<file path="config.mk">
export PLATFORM = sky130hd
export DESIGN_NAME = ppfs_top
export DESIGN_NICKNAME = d
export VERILOG_FILES = /design/src/inc/ppfs_pkg.sv /design/src/verilog/ppfs_edge_det.sv /design/src/verilog/ppfs_top.sv
export SDC_FILE = /design/constraint.sdc
export NUM_CORES = 1
export LEC_CHECK = 0
export BUFFER_PORTS_ARGS = -buffer_cell sky130_fd_sc_hd__buf_2
export CAP_MARGIN = 20
export CORE_ASPECT_RATIO = 0.8
export CORE_MARGIN = 4
export CORE_UTILIZATION = 50
export CTS_BUF_LIST = sky130_fd_sc_hd__clkbuf_16
export DETAILED_ROUTE_END_ITERATION = 6
export HOLD_SLACK_MARGIN = 0.15
export MAX_ROUTING_LAYER = met4
export PLACE_DENSITY = 0.76
export SYNTH_ARGS = -nofsm -noshare
export SYNTH_HDL_FRONTEND = slang
export SYNTH_SLANG_ARGS = --single-unit
</file>
<file path="constraint.sdc">
create_clock -name aclk -period 3.7 [get_ports aclk]
set_input_delay 0.74 -clock aclk [delete_from_list [all_inputs] [get_ports aclk]]
set_output_delay 0.74 -clock aclk [all_outputs]
set_load 0.02 [all_outputs]
</file>
<file path="src/inc/ppfs_pkg.sv">
// Purpose: Constants for the port pin function select block
// Assumes: AXI4-Lite with 32-bit data, one aligned word per register
// Notes:   Pin vector layout is {clk[4:0], twowire[1:0], c[3:0], analog[4:0], b[7:0]}
package ppfs_pkg;
  localparam int PIN_W   = 24;
  localparam int IRQ_N   = 6;
  localparam int AW      = 8;
  // Field positions inside the pin vector
  localparam int B_LSB   = 0;
  localparam int B_W     = 8;
  localparam int AN_LSB  = 8;
  localparam int AN_W    = 5;
  localparam int C_LSB   = 13;
  localparam int C_W     = 4;
  localparam int TW_LSB  = 17;
  localparam int TW_W    = 2;
  localparam int CK_LSB  = 19;
  localparam int CK_W    = 5;
  // Alternate input positions
  localparam int IRQ5_BIT  = 6;
  localparam int CNTA_BIT  = 7;
  localparam int CNTB_BIT  = 16;
  localparam int IRQ0_BIT  = 19;
  // Bits with a pull-up option, open-drain bits, analog bits
  localparam logic [PIN_W-1:0] PU_MASK  = 24'h09_E0FF;
  localparam logic [PIN_W-1:0] OD_MASK  = 24'h06_0000;
  localparam logic [PIN_W-1:0] AN_MASK  = 24'h00_1F00;
  // Reset values
  localparam logic [PIN_W-1:0] DIR_RST  = 24'hFF_FFFF;
  localparam logic [PIN_W-1:0] MODE_RST = 24'h00_1F00;
  localparam logic [PIN_W-1:0] ZERO_RST = 24'h00_0000;
  localparam logic [IRQ_N-1:0] IRQ_RST  = 6'h00;
  // Register byte offsets
  localparam logic [AW-1:0] OFS_DIR    = 8'h00;
  localparam logic [AW-1:0] OFS_LATCH  = 8'h04;
  localparam logic [AW-1:0] OFS_MODE   = 8'h08;
  localparam logic [AW-1:0] OFS_PULLUP = 8'h0C;
  localparam logic [AW-1:0] OFS_PIN    = 8'h10;
  localparam logic [AW-1:0] OFS_RISE   = 8'h14;
  localparam logic [AW-1:0] OFS_FALL   = 8'h18;
  localparam logic [AW-1:0] OFS_STAT   = 8'h1C;
  localparam logic [AW-1:0] OFS_MASK   = 8'h20;
  localparam logic [AW-1:0] OFS_ALT    = 8'h24;
  // Alternate config register fields
  localparam int ALT_CAP_BIT   = 0;
  localparam int ALT_FLMD_BIT  = 8;
  localparam logic [1:0] RESP_OKAY   = 2'h0;
  localparam logic [1:0] RESP_SLVERR = 2'h2;
endpackage

</file>
<file path="src/verilog/ppfs_edge_det.sv">
// Purpose: Per-input valid edge detector for external interrupt requests
// Assumes: level is already synchronised to aclk
// Notes:   One-cycle pulse per selected edge, registered
`timescale 1ns/10ps
module ppfs_edge_det #(
  parameter int N = 6
) (
  input  wire logic         aclk,
  input  wire logic         aresetn,
  input  wire logic [N-1:0] level,
  input  wire logic [N-1:0] rise_en,
  input  wire logic [N-1:0] fall_en,
  output logic      [N-1:0] pulse
);
  logic [N-1:0] prev_ff;
  logic [N-1:0] pulse_ff;
  logic [N-1:0] nxt_pulse;

  if (N < 1) begin : g_chk
    $error("ppfs_edge_det: N must be at least 1");
  end

  genvar i;
  for (i = 0; i < N; i++) begin : g_bit
    // Rising, falling or both, per input
    assign nxt_pulse[i] = (rise_en[i] & level[i] & ~prev_ff[i]) |
                          (fall_en[i] & ~level[i] & prev_ff[i]);
  end

  always_ff @(posedge aclk) begin
    if (!aresetn) begin
      prev_ff  <= '0;
      pulse_ff <= '0;
    end else begin
      prev_ff  <= level;
      pulse_ff <= nxt_pulse;
    end
  end

  assign pulse = pulse_ff;
endmodule // ppfs_edge_det

</file>
<file path="src/verilog/ppfs_top.sv">
// Purpose: Pin-level port logic with per-bit direction, pull-up and port/control selection
// Assumes: Single 125 MHz clock aclk, synchronous active-low aresetn, AXI4-Lite registers
// Notes:   Direction bit 1 means input; mode bit 1 selects the alternate control function
`timescale 1ns/10ps

// Operation
// - The eight-bit port has a direction bit per pin making it input or output.
// - Each bit of the eight-bit and four-bit ports has a software pull-up enable.
// - The five-bit analog-shared port has per-bit direction and no pull-up.
// - After reset all five analog-shared bits are in analog input mode.
// - The four-bit port has a direction bit per pin.
// - The two-bit serial-shared port has a direction bit per pin.
// - The two-bit port only ever drives low and otherwise releases the pin.
// - The five-bit clock-shared port has a direction bit per pin.
// - Only the lowest bit of the clock-shared port has a pull-up option.
// - Each external interrupt input fires on rising, falling or both edges as set.
// - Port mode or control function is chosen separately for every pin.
// - The capture trigger pin feeds the first sixteen-bit timer capture when selected.
// - Each count clock pin feeds its eight-bit timer as count clock when selected.
// - The system reset is active low and holds the block in reset while low.
module ppfs_top (
  input  wire logic                          aclk,
  input  wire logic                          aresetn,
  input  wire logic [ppfs_pkg::AW-1:0]       s_axi_awaddr,
  input  wire logic                          s_axi_awvalid,
  output logic                               s_axi_awready,
  input  wire logic [31:0]                   s_axi_wdata,
  input  wire logic [3:0]                    s_axi_wstrb,
  input  wire logic                          s_axi_wvalid,
  output logic                               s_axi_wready,
  output logic [1:0]                         s_axi_bresp,
  output logic                               s_axi_bvalid,
  input  wire logic                          s_axi_bready,
  input  wire logic [ppfs_pkg::AW-1:0]       s_axi_araddr,
  input  wire logic                          s_axi_arvalid,
  output logic                               s_axi_arready,
  output logic [31:0]                        s_axi_rdata,
  output logic [1:0]                         s_axi_rresp,
  output logic                               s_axi_rvalid,
  input  wire logic                          s_axi_rready,
  input  wire logic [ppfs_pkg::PIN_W-1:0]    pin_in,
  output logic      [ppfs_pkg::PIN_W-1:0]    pin_out,
  output logic      [ppfs_pkg::PIN_W-1:0]    pin_oe_n,
  output logic      [ppfs_pkg::PIN_W-1:0]    pullup_en,
  output logic      [ppfs_pkg::AN_W-1:0]     analog_sel,
  input  wire logic [ppfs_pkg::PIN_W-1:0]    alt_out,
  input  wire logic [ppfs_pkg::PIN_W-1:0]    alt_oe,
  input  wire logic                          capture_trigger_in,
  input  wire logic                          flash_prog_mode_pin,
  output logic                               capture_trig_out,
  output logic                               count_clk_a_out,
  output logic                               count_clk_b_out,
  output logic      [ppfs_pkg::IRQ_N-1:0]    ext_irq_req,
  output logic                               irq
);
  import ppfs_pkg::*;

  // Register file
  logic [PIN_W-1:0] dir_ff, latch_ff, mode_ff, pullup_ff;
  logic [IRQ_N-1:0] rise_ff, fall_ff, stat_ff, mask_ff;
  logic             cap_en_ff;
  // AXI handshake state
  logic             wr_rdy_ff, bvalid_ff, arready_ff, rvalid_ff;
  logic [1:0]       bresp_ff, rresp_ff;
  logic [31:0]      rdata_ff;
  // Synchronisers and outputs
  logic [PIN_W-1:0] pin_s1_ff, pin_s2_ff;
  logic             cap_s1_ff, cap_s2_ff, flmd_s1_ff, flmd_s2_ff;
  logic [PIN_W-1:0] pin_out_ff, pin_oe_n_ff, pullup_en_ff;
  logic [AN_W-1:0]  analog_sel_ff;
  logic             cap_out_ff, cnta_ff, cntb_ff, irq_ff;
  logic [PIN_W-1:0] nxt_pin_out, nxt_oe_n, nxt_pullup;
  logic [IRQ_N-1:0] irq_level, irq_pulse, irq_ev, nxt_stat;

  // Named per-port views of the combined registers
  wire [B_W-1:0]  dir_reg_port_b       = dir_ff[B_LSB +: B_W];
  wire [B_W-1:0]  pullup_reg_port_b    = pullup_ff[B_LSB +: B_W];
  wire [AN_W-1:0] dir_reg_port_analog  = dir_ff[AN_LSB +: AN_W];
  wire [C_W-1:0]  dir_reg_port_c       = dir_ff[C_LSB +: C_W];
  wire [C_W-1:0]  pullup_reg_port_c    = pullup_ff[C_LSB +: C_W];
  wire [TW_W-1:0] dir_reg_port_twowire = dir_ff[TW_LSB +: TW_W];
  wire [CK_W-1:0] dir_reg_port_clk     = dir_ff[CK_LSB +: CK_W];
  wire            pullup_reg_port_clk  = pullup_ff[CK_LSB];
  wire            clk_port_bit0        = pin_s2_ff[CK_LSB];

  wire [PIN_W-1:0] dir_all    = {dir_reg_port_clk, dir_reg_port_twowire, dir_reg_port_c,
                                 dir_reg_port_analog, dir_reg_port_b};
  wire [PIN_W-1:0] pu_all     = {{(CK_W-1){1'b0}}, pullup_reg_port_clk, {TW_W{1'b0}},
                                 pullup_reg_port_c, {AN_W{1'b0}}, pullup_reg_port_b};

  // Write channel decode
  wire wr_go    = s_axi_awvalid & s_axi_wvalid & wr_rdy_ff;
  wire wr_dir   = wr_go & (s_axi_awaddr == OFS_DIR);
  wire wr_latch = wr_go & (s_axi_awaddr == OFS_LATCH);
  wire wr_mode  = wr_go & (s_axi_awaddr == OFS_MODE);
  wire wr_pu    = wr_go & (s_axi_awaddr == OFS_PULLUP);
  wire wr_rise  = wr_go & (s_axi_awaddr == OFS_RISE);
  wire wr_fall  = wr_go & (s_axi_awaddr == OFS_FALL);
  wire wr_mask  = wr_go & (s_axi_awaddr == OFS_MASK);
  wire wr_alt   = wr_go & (s_axi_awaddr == OFS_ALT);
  wire wr_hit   = wr_dir | wr_latch | wr_mode | wr_pu | wr_rise | wr_fall | wr_mask | wr_alt |
                  (s_axi_awaddr == OFS_PIN) | (s_axi_awaddr == OFS_STAT);
  wire nxt_wr_rdy = s_axi_awvalid & s_axi_wvalid & ~wr_rdy_ff & ~bvalid_ff;

  // Byte-lane merge of write data into a stored value
  function automatic logic [31:0] wmerge(input logic [31:0] old, input logic [31:0] d,
                                         input logic [3:0] s);
    logic [31:0] r;
    r = old;
    for (int k = 0; k < 4; k++) begin
      if (s[k]) begin
        r[k*8 +: 8] = d[k*8 +: 8];
      end
    end
    return r;
  endfunction

  wire [31:0] m_dir   = wmerge({8'h00, dir_ff}, s_axi_wdata, s_axi_wstrb);
  wire [31:0] m_latch = wmerge({8'h00, latch_ff}, s_axi_wdata, s_axi_wstrb);
  wire [31:0] m_mode  = wmerge({8'h00, mode_ff}, s_axi_wdata, s_axi_wstrb);
  wire [31:0] m_pu    = wmerge({8'h00, pullup_ff}, s_axi_wdata, s_axi_wstrb);
  wire [31:0] m_rise  = wmerge(32'(rise_ff), s_axi_wdata, s_axi_wstrb);
  wire [31:0] m_fall  = wmerge(32'(fall_ff), s_axi_wdata, s_axi_wstrb);
  wire [31:0] m_mask  = wmerge(32'(mask_ff), s_axi_wdata, s_axi_wstrb);
  wire [31:0] m_alt   = wmerge(32'(cap_en_ff), s_axi_wdata, s_axi_wstrb);

  // Read channel decode
  wire rd_go   = s_axi_arvalid & arready_ff;
  wire rd_clr  = rd_go & (s_axi_araddr == OFS_STAT);
  wire [31:0] pin_rd = {8'h00, pin_s2_ff & ~(mode_ff & AN_MASK)};
  wire [31:0] alt_rd = {23'h0, flmd_s2_ff, 7'h0, cap_en_ff};
  wire rd_hit  = (s_axi_araddr == OFS_DIR) | (s_axi_araddr == OFS_LATCH) |
                 (s_axi_araddr == OFS_MODE) | (s_axi_araddr == OFS_PULLUP) |
                 (s_axi_araddr == OFS_PIN) | (s_axi_araddr == OFS_RISE) |
                 (s_axi_araddr == OFS_FALL) | (s_axi_araddr == OFS_STAT) |
                 (s_axi_araddr == OFS_MASK) | (s_axi_araddr == OFS_ALT);
  wire [31:0] rd_mux =
      (s_axi_araddr == OFS_DIR)    ? {8'h00, dir_all} :
      (s_axi_araddr == OFS_LATCH)  ? {8'h00, latch_ff} :
      (s_axi_araddr == OFS_MODE)   ? {8'h00, mode_ff} :
      (s_axi_araddr == OFS_PULLUP) ? {8'h00, pu_all} :
      (s_axi_araddr == OFS_PIN)    ? pin_rd :
      (s_axi_araddr == OFS_RISE)   ? 32'(rise_ff) :
      (s_axi_araddr == OFS_FALL)   ? 32'(fall_ff) :
      (s_axi_araddr == OFS_STAT)   ? 32'(stat_ff) :
      (s_axi_araddr == OFS_MASK)   ? 32'(mask_ff) :
      (s_axi_araddr == OFS_ALT)    ? alt_rd : 32'h0000_0000;

  // Per-pin output, enable and pull-up selection
  genvar g;
  for (g = 0; g < PIN_W; g++) begin : g_pin
    wire ctrl   = mode_ff[g];
    wire is_an  = AN_MASK[g] & ctrl;
    wire drive  = is_an ? 1'b0 : (ctrl ? alt_oe[g] : ~dir_all[g]);
    wire value  = ctrl ? alt_out[g] : latch_ff[g];
    if (OD_MASK[g]) begin : g_od
      assign nxt_pin_out[g] = 1'b0;
      assign nxt_oe_n[g]    = ~(drive & ~value);
    end else begin : g_pp
      assign nxt_pin_out[g] = value;
      assign nxt_oe_n[g]    = ~drive;
    end
    assign nxt_pullup[g] = PU_MASK[g] & pu_all[g] & ~drive;
  end

  // External interrupt sources, gated by control mode
  assign irq_level = {pin_s2_ff[IRQ5_BIT], pin_s2_ff[C_LSB +: C_W], clk_port_bit0};
  wire [IRQ_N-1:0] irq_sel = {mode_ff[IRQ5_BIT], mode_ff[C_LSB +: C_W], mode_ff[IRQ0_BIT]};

  ppfs_edge_det #(
    .N (IRQ_N)
  ) u_edge (
    .aclk    (aclk),
    .aresetn (aresetn),
    .level   (irq_level),
    .rise_en (rise_ff & irq_sel),
    .fall_en (fall_ff & irq_sel),
    .pulse   (irq_pulse)
  );

  // Mode gating sits ahead of the edge flop so the request output is a register
  assign irq_ev   = irq_pulse;
  // Set wins over the clear-on-read
  assign nxt_stat = (rd_clr ? IRQ_RST : stat_ff) | irq_ev;

  // Pin synchronisers
  always_ff @(posedge aclk) begin
    if (!aresetn) begin
      pin_s1_ff  <= ZERO_RST;
      pin_s2_ff  <= ZERO_RST;
      cap_s1_ff  <= 1'b0;
      cap_s2_ff  <= 1'b0;
      flmd_s1_ff <= 1'b0;
      flmd_s2_ff <= 1'b0;
    end else begin
      pin_s1_ff  <= pin_in;
      pin_s2_ff  <= pin_s1_ff;
      cap_s1_ff  <= capture_trigger_in;
      cap_s2_ff  <= cap_s1_ff;
      flmd_s1_ff <= flash_prog_mode_pin;
      flmd_s2_ff <= flmd_s1_ff;
    end
  end

  // Configuration registers
  always_ff @(posedge aclk) begin
    if (!aresetn) begin
      dir_ff    <= DIR_RST;
      latch_ff  <= ZERO_RST;
      mode_ff   <= MODE_RST;
      pullup_ff <= ZERO_RST;
      rise_ff   <= IRQ_RST;
      fall_ff   <= IRQ_RST;
      mask_ff   <= IRQ_RST;
      cap_en_ff <= 1'b0;
    end else begin
      if (wr_dir)   dir_ff    <= m_dir[PIN_W-1:0];
      if (wr_latch) latch_ff  <= m_latch[PIN_W-1:0];
      if (wr_mode)  mode_ff   <= m_mode[PIN_W-1:0];
      if (wr_pu)    pullup_ff <= m_pu[PIN_W-1:0] & PU_MASK;
      if (wr_rise)  rise_ff   <= m_rise[IRQ_N-1:0];
      if (wr_fall)  fall_ff   <= m_fall[IRQ_N-1:0];
      if (wr_mask)  mask_ff   <= m_mask[IRQ_N-1:0];
      if (wr_alt)   cap_en_ff <= m_alt[ALT_CAP_BIT];
    end
  end

  // AXI4-Lite write response
  always_ff @(posedge aclk) begin
    if (!aresetn) begin
      wr_rdy_ff <= 1'b0;
      bvalid_ff <= 1'b0;
      bresp_ff  <= RESP_OKAY;
    end else begin
      wr_rdy_ff <= nxt_wr_rdy;
      if (wr_go) begin
        bvalid_ff <= 1'b1;
        bresp_ff  <= wr_hit ? RESP_OKAY : RESP_SLVERR;
      end else if (s_axi_bready) begin
        bvalid_ff <= 1'b0;
      end
    end
  end

  // AXI4-Lite read response
  always_ff @(posedge aclk) begin
    if (!aresetn) begin
      arready_ff <= 1'b0;
      rvalid_ff  <= 1'b0;
      rdata_ff   <= 32'h0000_0000;
      rresp_ff   <= RESP_OKAY;
    end else begin
      arready_ff <= s_axi_arvalid & ~arready_ff & ~rvalid_ff;
      if (rd_go) begin
        rvalid_ff <= 1'b1;
        rdata_ff  <= rd_mux;
        rresp_ff  <= rd_hit ? RESP_OKAY : RESP_SLVERR;
      end else if (s_axi_rready) begin
        rvalid_ff <= 1'b0;
      end
    end
  end

  // Interrupt status and pin-facing outputs
  always_ff @(posedge aclk) begin
    if (!aresetn) begin
      stat_ff       <= IRQ_RST;
      irq_ff        <= 1'b0;
      pin_out_ff    <= ZERO_RST;
      pin_oe_n_ff   <= DIR_RST;
      pullup_en_ff  <= ZERO_RST;
      analog_sel_ff <= MODE_RST[AN_LSB +: AN_W];
      cap_out_ff    <= 1'b0;
      cnta_ff       <= 1'b0;
      cntb_ff       <= 1'b0;
    end else begin
      stat_ff       <= nxt_stat;
      irq_ff        <= |(nxt_stat & mask_ff);
      pin_out_ff    <= nxt_pin_out;
      pin_oe_n_ff   <= nxt_oe_n;
      pullup_en_ff  <= nxt_pullup;
      analog_sel_ff <= mode_ff[AN_LSB +: AN_W];
      cap_out_ff    <= cap_en_ff & cap_s2_ff;
      cnta_ff       <= mode_ff[CNTA_BIT] & pin_s2_ff[CNTA_BIT];
      cntb_ff       <= mode_ff[CNTB_BIT] & pin_s2_ff[CNTB_BIT];
    end
  end

  assign s_axi_awready    = wr_rdy_ff;
  assign s_axi_wready     = wr_rdy_ff;
  assign s_axi_bvalid     = bvalid_ff;
  assign s_axi_bresp      = bresp_ff;
  assign s_axi_arready    = arready_ff;
  assign s_axi_rvalid     = rvalid_ff;
  assign s_axi_rdata      = rdata_ff;
  assign s_axi_rresp      = rresp_ff;
  assign pin_out          = pin_out_ff;
  assign pin_oe_n         = pin_oe_n_ff;
  assign pullup_en        = pullup_en_ff;
  assign analog_sel       = analog_sel_ff;
  assign capture_trig_out = cap_out_ff;
  assign count_clk_a_out  = cnta_ff;
  assign count_clk_b_out  = cntb_ff;
  assign ext_irq_req      = irq_ev;
  assign irq              = irq_ff;
endmodule // ppfs_top

</file>
### Yosys cells after proc, flatten, opt, wreduce, memory -nomap -nowiden

Index checks and enable logic that the tools add are counted.

* equal/unequal tests: 18
* multiplexer cells: 65
* bitwise operators: 154
* reductions and logical operators: 21

Operators by type and width (number)
* $mux W24: 5
* $not A1 Y1: 66
* $eq A8 B5 Y1 const B: 8
* $and A1 B1 Y1: 58
* $mux W1: 52
* $mux W9: 5
* $eq A8 B4 Y1 const B: 4
* $eq A8 B6 Y1 const B: 4
* $reduce_and A2 Y1: 16
* $and A24 B24 Y24: 1
* $not A13 Y24: 1
* $or A1 B1 Y1: 24
* $and A6 B6 Y6: 3
* $eq A8 B3 Y1 const B: 2
* $logic_not A8 Y1: 2
* $mux W6: 1
* $or A6 B6 Y6: 1
* $reduce_or A6 Y1: 1
* $mux W2: 2
* $reduce_bool A2 Y1: 2

* register bits after elaboration: 295
* input bits: 133
* output and inout bits: 128
* word-level logic and storage cells: 300

### Longest topological paths before layout

Gate-level depths: netlist (run 1).

* word-level depth: 13
* gate-level depth with buffers: 7
* mapped depth without buffers: 5

### Cells and area by module

A second synthesis (run 1) with hierarchy kept.

* cells, all modules: 1170
* area total of the unflattened synthesis: 10622.7 um^2

Modules (own cells, without submodules)
* ppfs_top: instances 1, cells an instance 1133, area each 10198.5 um^2, seq. area each 5205.0 um^2
* ppfs_edge_det: instances 1, cells an instance 37, area each 424.2 um^2, seq. area each 240.2 um^2

### Least setup slack after synthesis (run 1)

OpenSTA, ideal clock, no wires.

* path type: input port to flip-flop
* start: input port s_axi_araddr[7] (netlist bit)
* end: register irq_ff (netlist: irq)
* setup time: 0.122 ns
* arrival time: 2.408 ns
* data required time: 3.578 ns
* setup slack: 1.170 ns
* stages: 6
* buffers on the path: 1
* path through: or4_4 > or4_4 > buf_6 > a21oi_2 > nor2_1 > a221o_1

* word-level cells in the longest chain between the ends: 6

Ends and longest elaborated chain
* start: declaration: line ppfs_top.sv:34 `input wire logic [ppfs_pkg::AW-1:0] s_axi_araddr,`
* $eq A8 B5 Y1: line ppfs_top.sv:129 `wire rd_clr = rd_go & (s_axi_araddr == OFS_STAT);`
* $and A1 B1 Y1: line ppfs_top.sv:129
* $mux W6: line ppfs_top.sv:184 `assign nxt_stat = (rd_clr ? IRQ_RST : stat_ff) | irq_ev;`
* $or A6 B6 Y6: line ppfs_top.sv:184
* $and A6 B6 Y6: line ppfs_top.sv:278 `irq_ff <= |(nxt_stat & mask_ff);`
* $reduce_or A6 Y1: line ppfs_top.sv:278
* end signal: assignment: line ppfs_top.sv:278
* end: declaration: line ppfs_top.sv:71 `logic cap_out_ff, cnta_ff, cntb_ff, irq_ff;`

Every way passes these cells.
A chain may end at the register's enable or synchronous reset.

### Worst setup path after layout (run 1)

* start: register wr_rdy_ff (netlist: s_axi_awready)
* end: register pullup_ff[6]

* word-level cells in the longest chain between the ends: 3

Ends and longest elaborated chain
* start: declaration: line ppfs_top.sv:63 `logic wr_rdy_ff, bvalid_ff, arready_ff, rvalid_ff;`
* start signal: assignment: line ppfs_top.sv:235 `wr_rdy_ff <= nxt_wr_rdy;`
* $and A1 B1 Y1: line ppfs_top.sv:92 `wire wr_go = s_axi_awvalid & s_axi_wvalid & wr_rdy_ff;`
* $and A1 B1 Y1: line ppfs_top.sv:96 `wire wr_pu = wr_go & (s_axi_awaddr == OFS_PULLUP);`
* $reduce_and A2 Y1 (no source line)
* end signal: assignment: line ppfs_top.sv:220 `if (wr_pu) pullup_ff <= m_pu[PIN_W-1:0] & PU_MASK;`
* end: declaration: line ppfs_top.sv:59 `logic [PIN_W-1:0] dir_ff, latch_ff, mode_ff, pullup_ff;`

Every way passes these cells.

==> reports/results.tsv, run 1 <==
metric	value	unit
run_status	completed	
cts.sinks	272	
rows	46	
vias_in_the_first_global_route	7904	
core	20000	um^2
htree_levels	1	
max-clock-path-buffers	3	
die-area	22800	um^2
slew_headroom	43.4	%
final_cell_area	12300	um^2
part_of_the_total_power_dissipated_in_combinational_logic	5.4	%
path_depth	5	
wire_per_inst	18.8	um
die-width	168	um
synth.ff_latch_count	272	
vias	8431	
grt_overflow	0	
die_height	136	um
critical_path_class	flop to flop	
timing.hold.worst_path_depth	2	
netSwitchingPower	1.30	mW
hold_viol_final	0	
hpwlAfterDp	20.6	mm
required	4090	ps
critical_path.top_delay_family	simple AND/OR/NAND/NOR gates	
p_int	4.46	mW
drive_gt1_share	23.7	%
ys_async_sr_fraction	0	%
synthesis.yosys.warnings	0	
timing.critical_path.cells	nand4b_1 -> nor3b_1 -> nand3_1 -> mux2i_1 -> nor2_1	
drc	0	
fin_nets	1400	
areaGrowthSynthToFinish	20.8	%
postSynth.topFlopCell	sky130_fd_sc_hd__dfxtp_1	
clock_pin_slew_reported_for_the_worst_setup_and_hold_paths_after_clock_tree_synthesis	60	ps
fin_worst_skew	11.9	ps
critical_path_peak_fanout	8	
setup_violations	0	
placed_instance_area	11500	um^2
boundaryPins	261	
drt_pass1_iterations	6	
slew_viol_final	0	
postcts_resize_cnt	0	
postCtsSetupRepairBufs	0	
min_period_over_period	69.0	%
globalplace.congestion	0.921	
totalWireLength	29.1	mm
max_cap_violations	0	
r2r_cells	5	
synth-edff-count	0	
cts_tree	yes	
grt_start_max_net_pins	101	
pwr_density_cell	467	nW/um^2
drt.antenna.violating_nets	0	
total_leakage_power	5.80	nW
worst_skew_pair.late_latency	520	ps
worst_setup_path_end_kind	flop	
pwr-share-clk	42.6	%
grt_setup_unrepaired	no	
crit_path_top_delay_cell	sky130_fd_sc_hd__nand3_1	
final.setup.tns	0	ps
netlist_instances	1046	
grt_first_pass_wirelength	44.7	mm
syn_avg_cell_area	9.76	um^2
drt-vias-per-instance	5.44	
cp_num_buf_inv	0	
irDropWorstVdd	0.000357	V
cp_startpoint_kind	flop	
power.share.switching	22.6	%
worst-slew-pin-transition	848	ps
cts_hold_buf	0	
place.port_buffers	223	
drt-initial-drc-count	838	
seqPwrFrac	51.9	%
finalCriticalPeriod	2550	ps
unique_cell_type_count_in_the_yosys_netlist	51	
max_freq	392	MHz
mappedNetlistArea	10200	um^2
cts_buffers	26	
yosysSeqAreaShare	53.3	%
r2r_slack	1150	ps
max_stage_delay	660	ps
critPathArrivalTime	2940	ps
grt.total_usage	25.3	%
cts-root-buf	sky130_fd_sc_hd__clkbuf_16	
floorplan.initialDensity	51.1	%
hold_path_class	input pin to flop	
grt_antenna_before_repair	3	
cell type report:
type | count | area (um^2)
antenna | 2 | 5.00
clock buffer | 27 | 676
clock inverter | 19 | 103
fill | 1718 | 7640
inverter | 5 | 20.0
multi-input combinational | 716 | 4450
sequential | 272 | 5450
tap | 264 | 330
timing repair buffer | 246 | 1300
layout by cell type, fill, tap and decap left out, drive strengths merged, types with 5 or more instances in the layout:
cell and instances:
nor2b 7, or2 6, dfxtp 272, mux2i 137
o21ai 46, nand3b 12, nor4 7, conb 23
nor3 8, nor2 137, and2 61, a31oi 11
mux2 11, inv 10, nand3 19, clkinv 13
nand2 106, a22oi 15, o22ai 5, a221oi 13
a211oi 5, buf 246, nand2b 8, a21oi 36
clkbuf 27, and3 11
synthesized netlist by cell type, types with 2 or more instances:
cell / n / share of area [%]
sky130_fd_sc_hd__or4_4: 2 / 0.22
sky130_fd_sc_hd__o32ai_1: 3 / 0.26
sky130_fd_sc_hd__nor3_1: 8 / 0.39
sky130_fd_sc_hd__nor2_1: 135 / 5.0
sky130_fd_sc_hd__nor2_2: 2 / 0.12
sky130_fd_sc_hd__and3_1: 11 / 0.67
sky130_fd_sc_hd__o31ai_1: 4 / 0.29
sky130_fd_sc_hd__buf_4: 24 / 1.8
sky130_fd_sc_hd__buf_6: 2 / 0.22
sky130_fd_sc_hd__a21oi_1: 35 / 1.7
sky130_fd_sc_hd__or2_2: 6 / 0.37
sky130_fd_sc_hd__nand2_1: 106 / 3.9
sky130_fd_sc_hd__a31oi_1: 11 / 0.67
sky130_fd_sc_hd__a22oi_1: 15 / 1.1
sky130_fd_sc_hd__a221oi_1: 13 / 1.1
sky130_fd_sc_hd__clkbuf_1: 44 / 1.6
sky130_fd_sc_hd__nor2b_1: 7 / 0.43
sky130_fd_sc_hd__buf_2: 2 / 0.098
sky130_fd_sc_hd__nor4_2: 2 / 0.25
sky130_fd_sc_hd__nand3_1: 19 / 0.93
sky130_fd_sc_hd__mux2i_1: 137 / 13
sky130_fd_sc_hd__mux2_2: 11 / 1.2
sky130_fd_sc_hd__buf_1: 3 / 0.11
sky130_fd_sc_hd__nor4b_1: 3 / 0.26
sky130_fd_sc_hd__and2_1: 59 / 3.6
sky130_fd_sc_hd__nand2b_1: 8 / 0.49
sky130_fd_sc_hd__a221o_1: 2 / 0.20
sky130_fd_sc_hd__a211oi_1: 5 / 0.37
sky130_fd_sc_hd__and4b_1: 2 / 0.20
sky130_fd_sc_hd__o22ai_1: 5 / 0.31
sky130_fd_sc_hd__dfxtp_1: 272 / 53
sky130_fd_sc_hd__o21ai_0: 46 / 2.3
sky130_fd_sc_hd__inv_1: 4 / 0.15
sky130_fd_sc_hd__a2bb2oi_1: 4 / 0.34
sky130_fd_sc_hd__o211ai_1: 2 / 0.15
sky130_fd_sc_hd__nand3b_1: 12 / 0.88
sky130_fd_sc_hd__and2_0: 2 / 0.12
sky130_fd_sc_hd__nor4_1: 5 / 0.31
logic make-up (layout without fill, tap and decap cells):
logic type	after synthesis	count (layout)	synth area share (%)
multiplexers	149	149	14.9
flip-flops	272	272	53.3
buffers and inverters	80	297	3.99
AO/OA/AOI/OAI	150	150	9.22
other	1	25	0.0367
AND/OR/NAND/NOR	394	394	18.6
state kept, by name, summed over array words and instances, names as in the netlist, 13 cells and up:
name and cells:
dir_all 24, latch_ff 24, mode_ff 24, pin_oe_n 24, pin_s1_ff 24, pin_s2_ff 24, s_axi_rdata 24, pin_out 22
pullup_en 13, pullup_ff 13
layer usage:
metal  vias up  share of wire, %  global-route usage [%]
met2       395                43                    37.2
li1       4013                 -                       -
met1      3982                47                    37.2
met4         0               1.9                    4.87
met5         -                 0                       -
met3        41               8.3                    4.19
power by group through the flow:
stage | Combinational [mW] | Clock [mW] | Sequential, mW
final | 0.313 | 2.46 | 2.99
after global routing | 0.340 | 2.61 | 3.00
after CTS | 0.309 | 2.49 | 2.99
after detailed placement | 0.308 | 0 | 3.06
after global placement | 0.306 | 0 | 3.06
after floorplan | 0.164 | 0 | 3.07
worst paths after layout:
check                      startpoint                         to
min                        pin_in[16]   pin_s1_ff[16]$_SDFF_PN0_
max          s_axi_awready$_SDFF_PN0_  pullup_ff[6]$_SDFFE_PN0P_
max reg2reg  s_axi_awready$_SDFF_PN0_  pullup_ff[6]$_SDFFE_PN0P_
min reg2reg  pin_s1_ff[21]$_SDFF_PN0_   pin_s2_ff[21]$_SDFF_PN0_
through the flow:
step | worst slack [ps] | hold slack (ps) | total power [mW] | cells | utilization [%]
after floorplan | 1170 | 412 | 3.23 | 1068 | -
after global placement | 904 | 414 | 3.36 | 1503 | 57.8
after detailed placement | 829 | 418 | 3.37 | 1503 | 57.8
after CTS | 1170 | 397 | 5.79 | 1549 | 61.7
after global routing | 1010 | 418 | 5.94 | 1551 | 61.7
final | 1150 | 415 | 5.76 | 1551 | 61.7
worst reg2reg max path: cells and delay by family, from the launching register on:
kind	cells	cell delay, ps
mux	1	360
simple gates	4	1550
flops	1	500
No activity file was read; power rests on OpenSTA's default activity.
==> inputs of run 2 (changes only) <==
Settings changed: CORE_UTILIZATION 50 to 48.
Clock period 3.7 ns to 2.3 ns, I/O delays scaled along.
==> reports/results.tsv, run 2 (same netlist as run 1, synthesis figures left out) <==
metric	value	unit	change
run_status	completed		
totalPowerFinal	9.56	mW	+66%
grt.total_usage	24.2	%	-1.1 points
grt_antenna_before_repair	9		+6
drc	0		unchanged
grt_setup_unrepaired	no		
critical_path_peak_fanout	6		-2
r2r_cells	5		unchanged
htree_levels	1		unchanged
postCtsSetupRepairBufs	0		unchanged
max_freq	541	MHz	+38%
final_util	61.4	%	-0.34 points
cts_tree	yes		
hold_viol_final	0		unchanged
layout.cells.most_common	sky130_fd_sc_hd__dfxtp_1		
fin_worst_skew	15.2	ps	+3.28 ps
crit_path_top_delay_cell	sky130_fd_sc_hd__and3_1		
rows	47		+2.2%
slew_headroom	55.3	%	+12 points
globalplace.congestion	0.965		+4.9%
drt_pass1_iterations	5		-1
vias_in_the_first_global_route	8177		+3.5%
required	2710	ps	-1380 ps
drt-vias-per-instance	5.30		-2.5%
n_fill_cell	1798		+4.7%
grt_first_pass_wirelength	44.9	mm	+0.54%
worst-slew-pin-transition	671	ps	-178 ps
irDropWorstVdd	0.000538	V	+51%
cts.sinks	272		unchanged
boundaryPins	261		unchanged
cp-endpoint	fall_ff[2]$_SDFFE_PN0P_		
worst_skew_pair.late_latency	520	ps	about the same
drive_gt1_share	24.4	%	+0.66 points
slew_viol_final	0		unchanged
grt_start_max_net_pins	160		+58%
floorplan.initialDensity	49.0	%	-2.1 points
core	20800	um^2	+4.2%
cts-root-buf	sky130_fd_sc_hd__clkbuf_16		
clock_pin_slew_reported_for_the_worst_setup_and_hold_paths_after_clock_tree_synthesis	60	ps	about the same
reg2reg_from	s_axi_awready$_SDFF_PN0_		
hold_path_class	input pin to flop		
worst_setup_path_end_kind	flop		
drt-initial-drc-count	565		-33%
timing.critical_path.cells	nand4b_1 -> nor3_1 -> and3_1 -> mux2i_1 -> nor2_1		
cp_startpoint_kind	flop		
layout.cells.most_common_list	sky130_fd_sc_hd__dfxtp_1 (272), sky130_fd_sc_hd__buf_2 (222), sky130_fd_sc_hd__mux2i_1 (137)		
wire_per_inst	18.1	um	-3.6%
die-area	23700	um^2	+3.9%
critPathArrivalTime	2250	ps	-690 ps
place.port_buffers	223		unchanged
hpwlAfterDp	20.7	mm	+0.80%
critical_path_class	flop to flop		
total_leakage_power	6.01	nW	+3.7%
grt_overflow	0		unchanged
die_height	138	um	+1.9%
min_period_over_period	80.3	%	+11 points
setup_violations	0		unchanged
vias	8487		+0.66%
finalCriticalPeriod	1850	ps	-704 ps
max-clock-path-buffers	3		unchanged
totalWireLength	29.0	mm	-0.45%
drt.antenna.violating_nets	0		unchanged
die-width	171	um	+2.0%
cts_buffers	26		unchanged
worst_r2r_endpoint	fall_ff[2]$_SDFFE_PN0P_		
max_stage_delay	450	ps	-210 ps
fin_nets	1439		+2.8%
pwr_density_cell	748	nW/um^2	+60%
seq_area	5450	um^2	unchanged
combined_area_of_the_multi_input_logic_cells	4450	um^2	unchanged
max_cap_violations	0		unchanged
areaGrowthSynthToFinish	25.2	%	
crit_path_start	s_axi_awready$_SDFF_PN0_		
r2r_slack	450	ps	-700 ps
## run 2: area by class of cell
type	instances	area share [%]
Antenna cell	9	0.176
Sequential cell	272	42.6
Tap cell	269	2.63
Inverter	5	0.157
Clock inverter	19	1.21
Clock buffer	27	5.29
Timing Repair Buffer	285	13.1
Multi-Input combinational cell	716	34.8
## run 2: metal layers
layer	up-vias	share of wire (%)	global-route usage (%)
met5	-	0	-
met4	0	2.6	6.59
met3	56	9.6	5.37
met2	394	43	35.1
met1	3938	45	34.1
li1	4099	-	-
## run 2: critical path: cells and delay by family, from the launching register on
family           cells  cell delay [ps]
DFF                  1              380
muxes                1              240
and+or+nand+nor      4             1130
## run 2: worst min-delay path by stage
stage / from / endpoint / slack, ps / depth (start not counted)
2_1_floorplan: cap_s1_ff$_SDFF_PN0_ / cap_s2_ff$_SDFF_PN0_ / 410 / 1
3_3_place_gp: cap_s1_ff$_SDFF_PN0_ / cap_s2_ff$_SDFF_PN0_ / 410 / 1
3_5_place_dp: cap_s1_ff$_SDFF_PN0_ / cap_s2_ff$_SDFF_PN0_ / 420 / 1
4_1_cts: pin_in[6] / pin_s1_ff[6]$_SDFF_PN0_ / 150 / 2
5_1_grt: pin_in[17] / pin_s1_ff[17]$_SDFF_PN0_ / 160 / 2
6_report: pin_in[6] / pin_s1_ff[6]$_SDFF_PN0_ / 160 / 2
## run 2: stage by stage
step	std cells	cell area (um^2)	setup slack [ps]	TNS, ps	hold slack (ps)
5_1_grt	1602	12800	224	0	161
4_1_cts	1593	12800	470	0	151
3_3_place_gp	1524	11700	-34.3	-34.3	415
6_report	1602	12800	453	0	161
3_5_place_dp	1524	11700	-40.9	-40.9	417
2_1_floorplan	1068	10300	50.5	0	412
## run 2: report_power, final
| group | switching, mW | internal (mW) | total (mW) | leakage, nW |
|---|---|---|---|---|
| Clock | 1.76 | 2.44 | 4.20 | 0.443 |
| Combinational | 0.322 | 0.215 | 0.536 | 3.36 |
| Sequential | 0.0373 | 4.78 | 4.82 | 2.21 |
| Total | 2.12 | 7.44 | 9.55 | 6.01 |
## run 2: what timing repair did
action / 4_1_cts / 5_1_grt
endpoints found under the hold margin: 23 / 0
gates resized for setup: 0 / 0
hold buffers: 23 / 0
endpoints found under the setup margin: 0 / 0
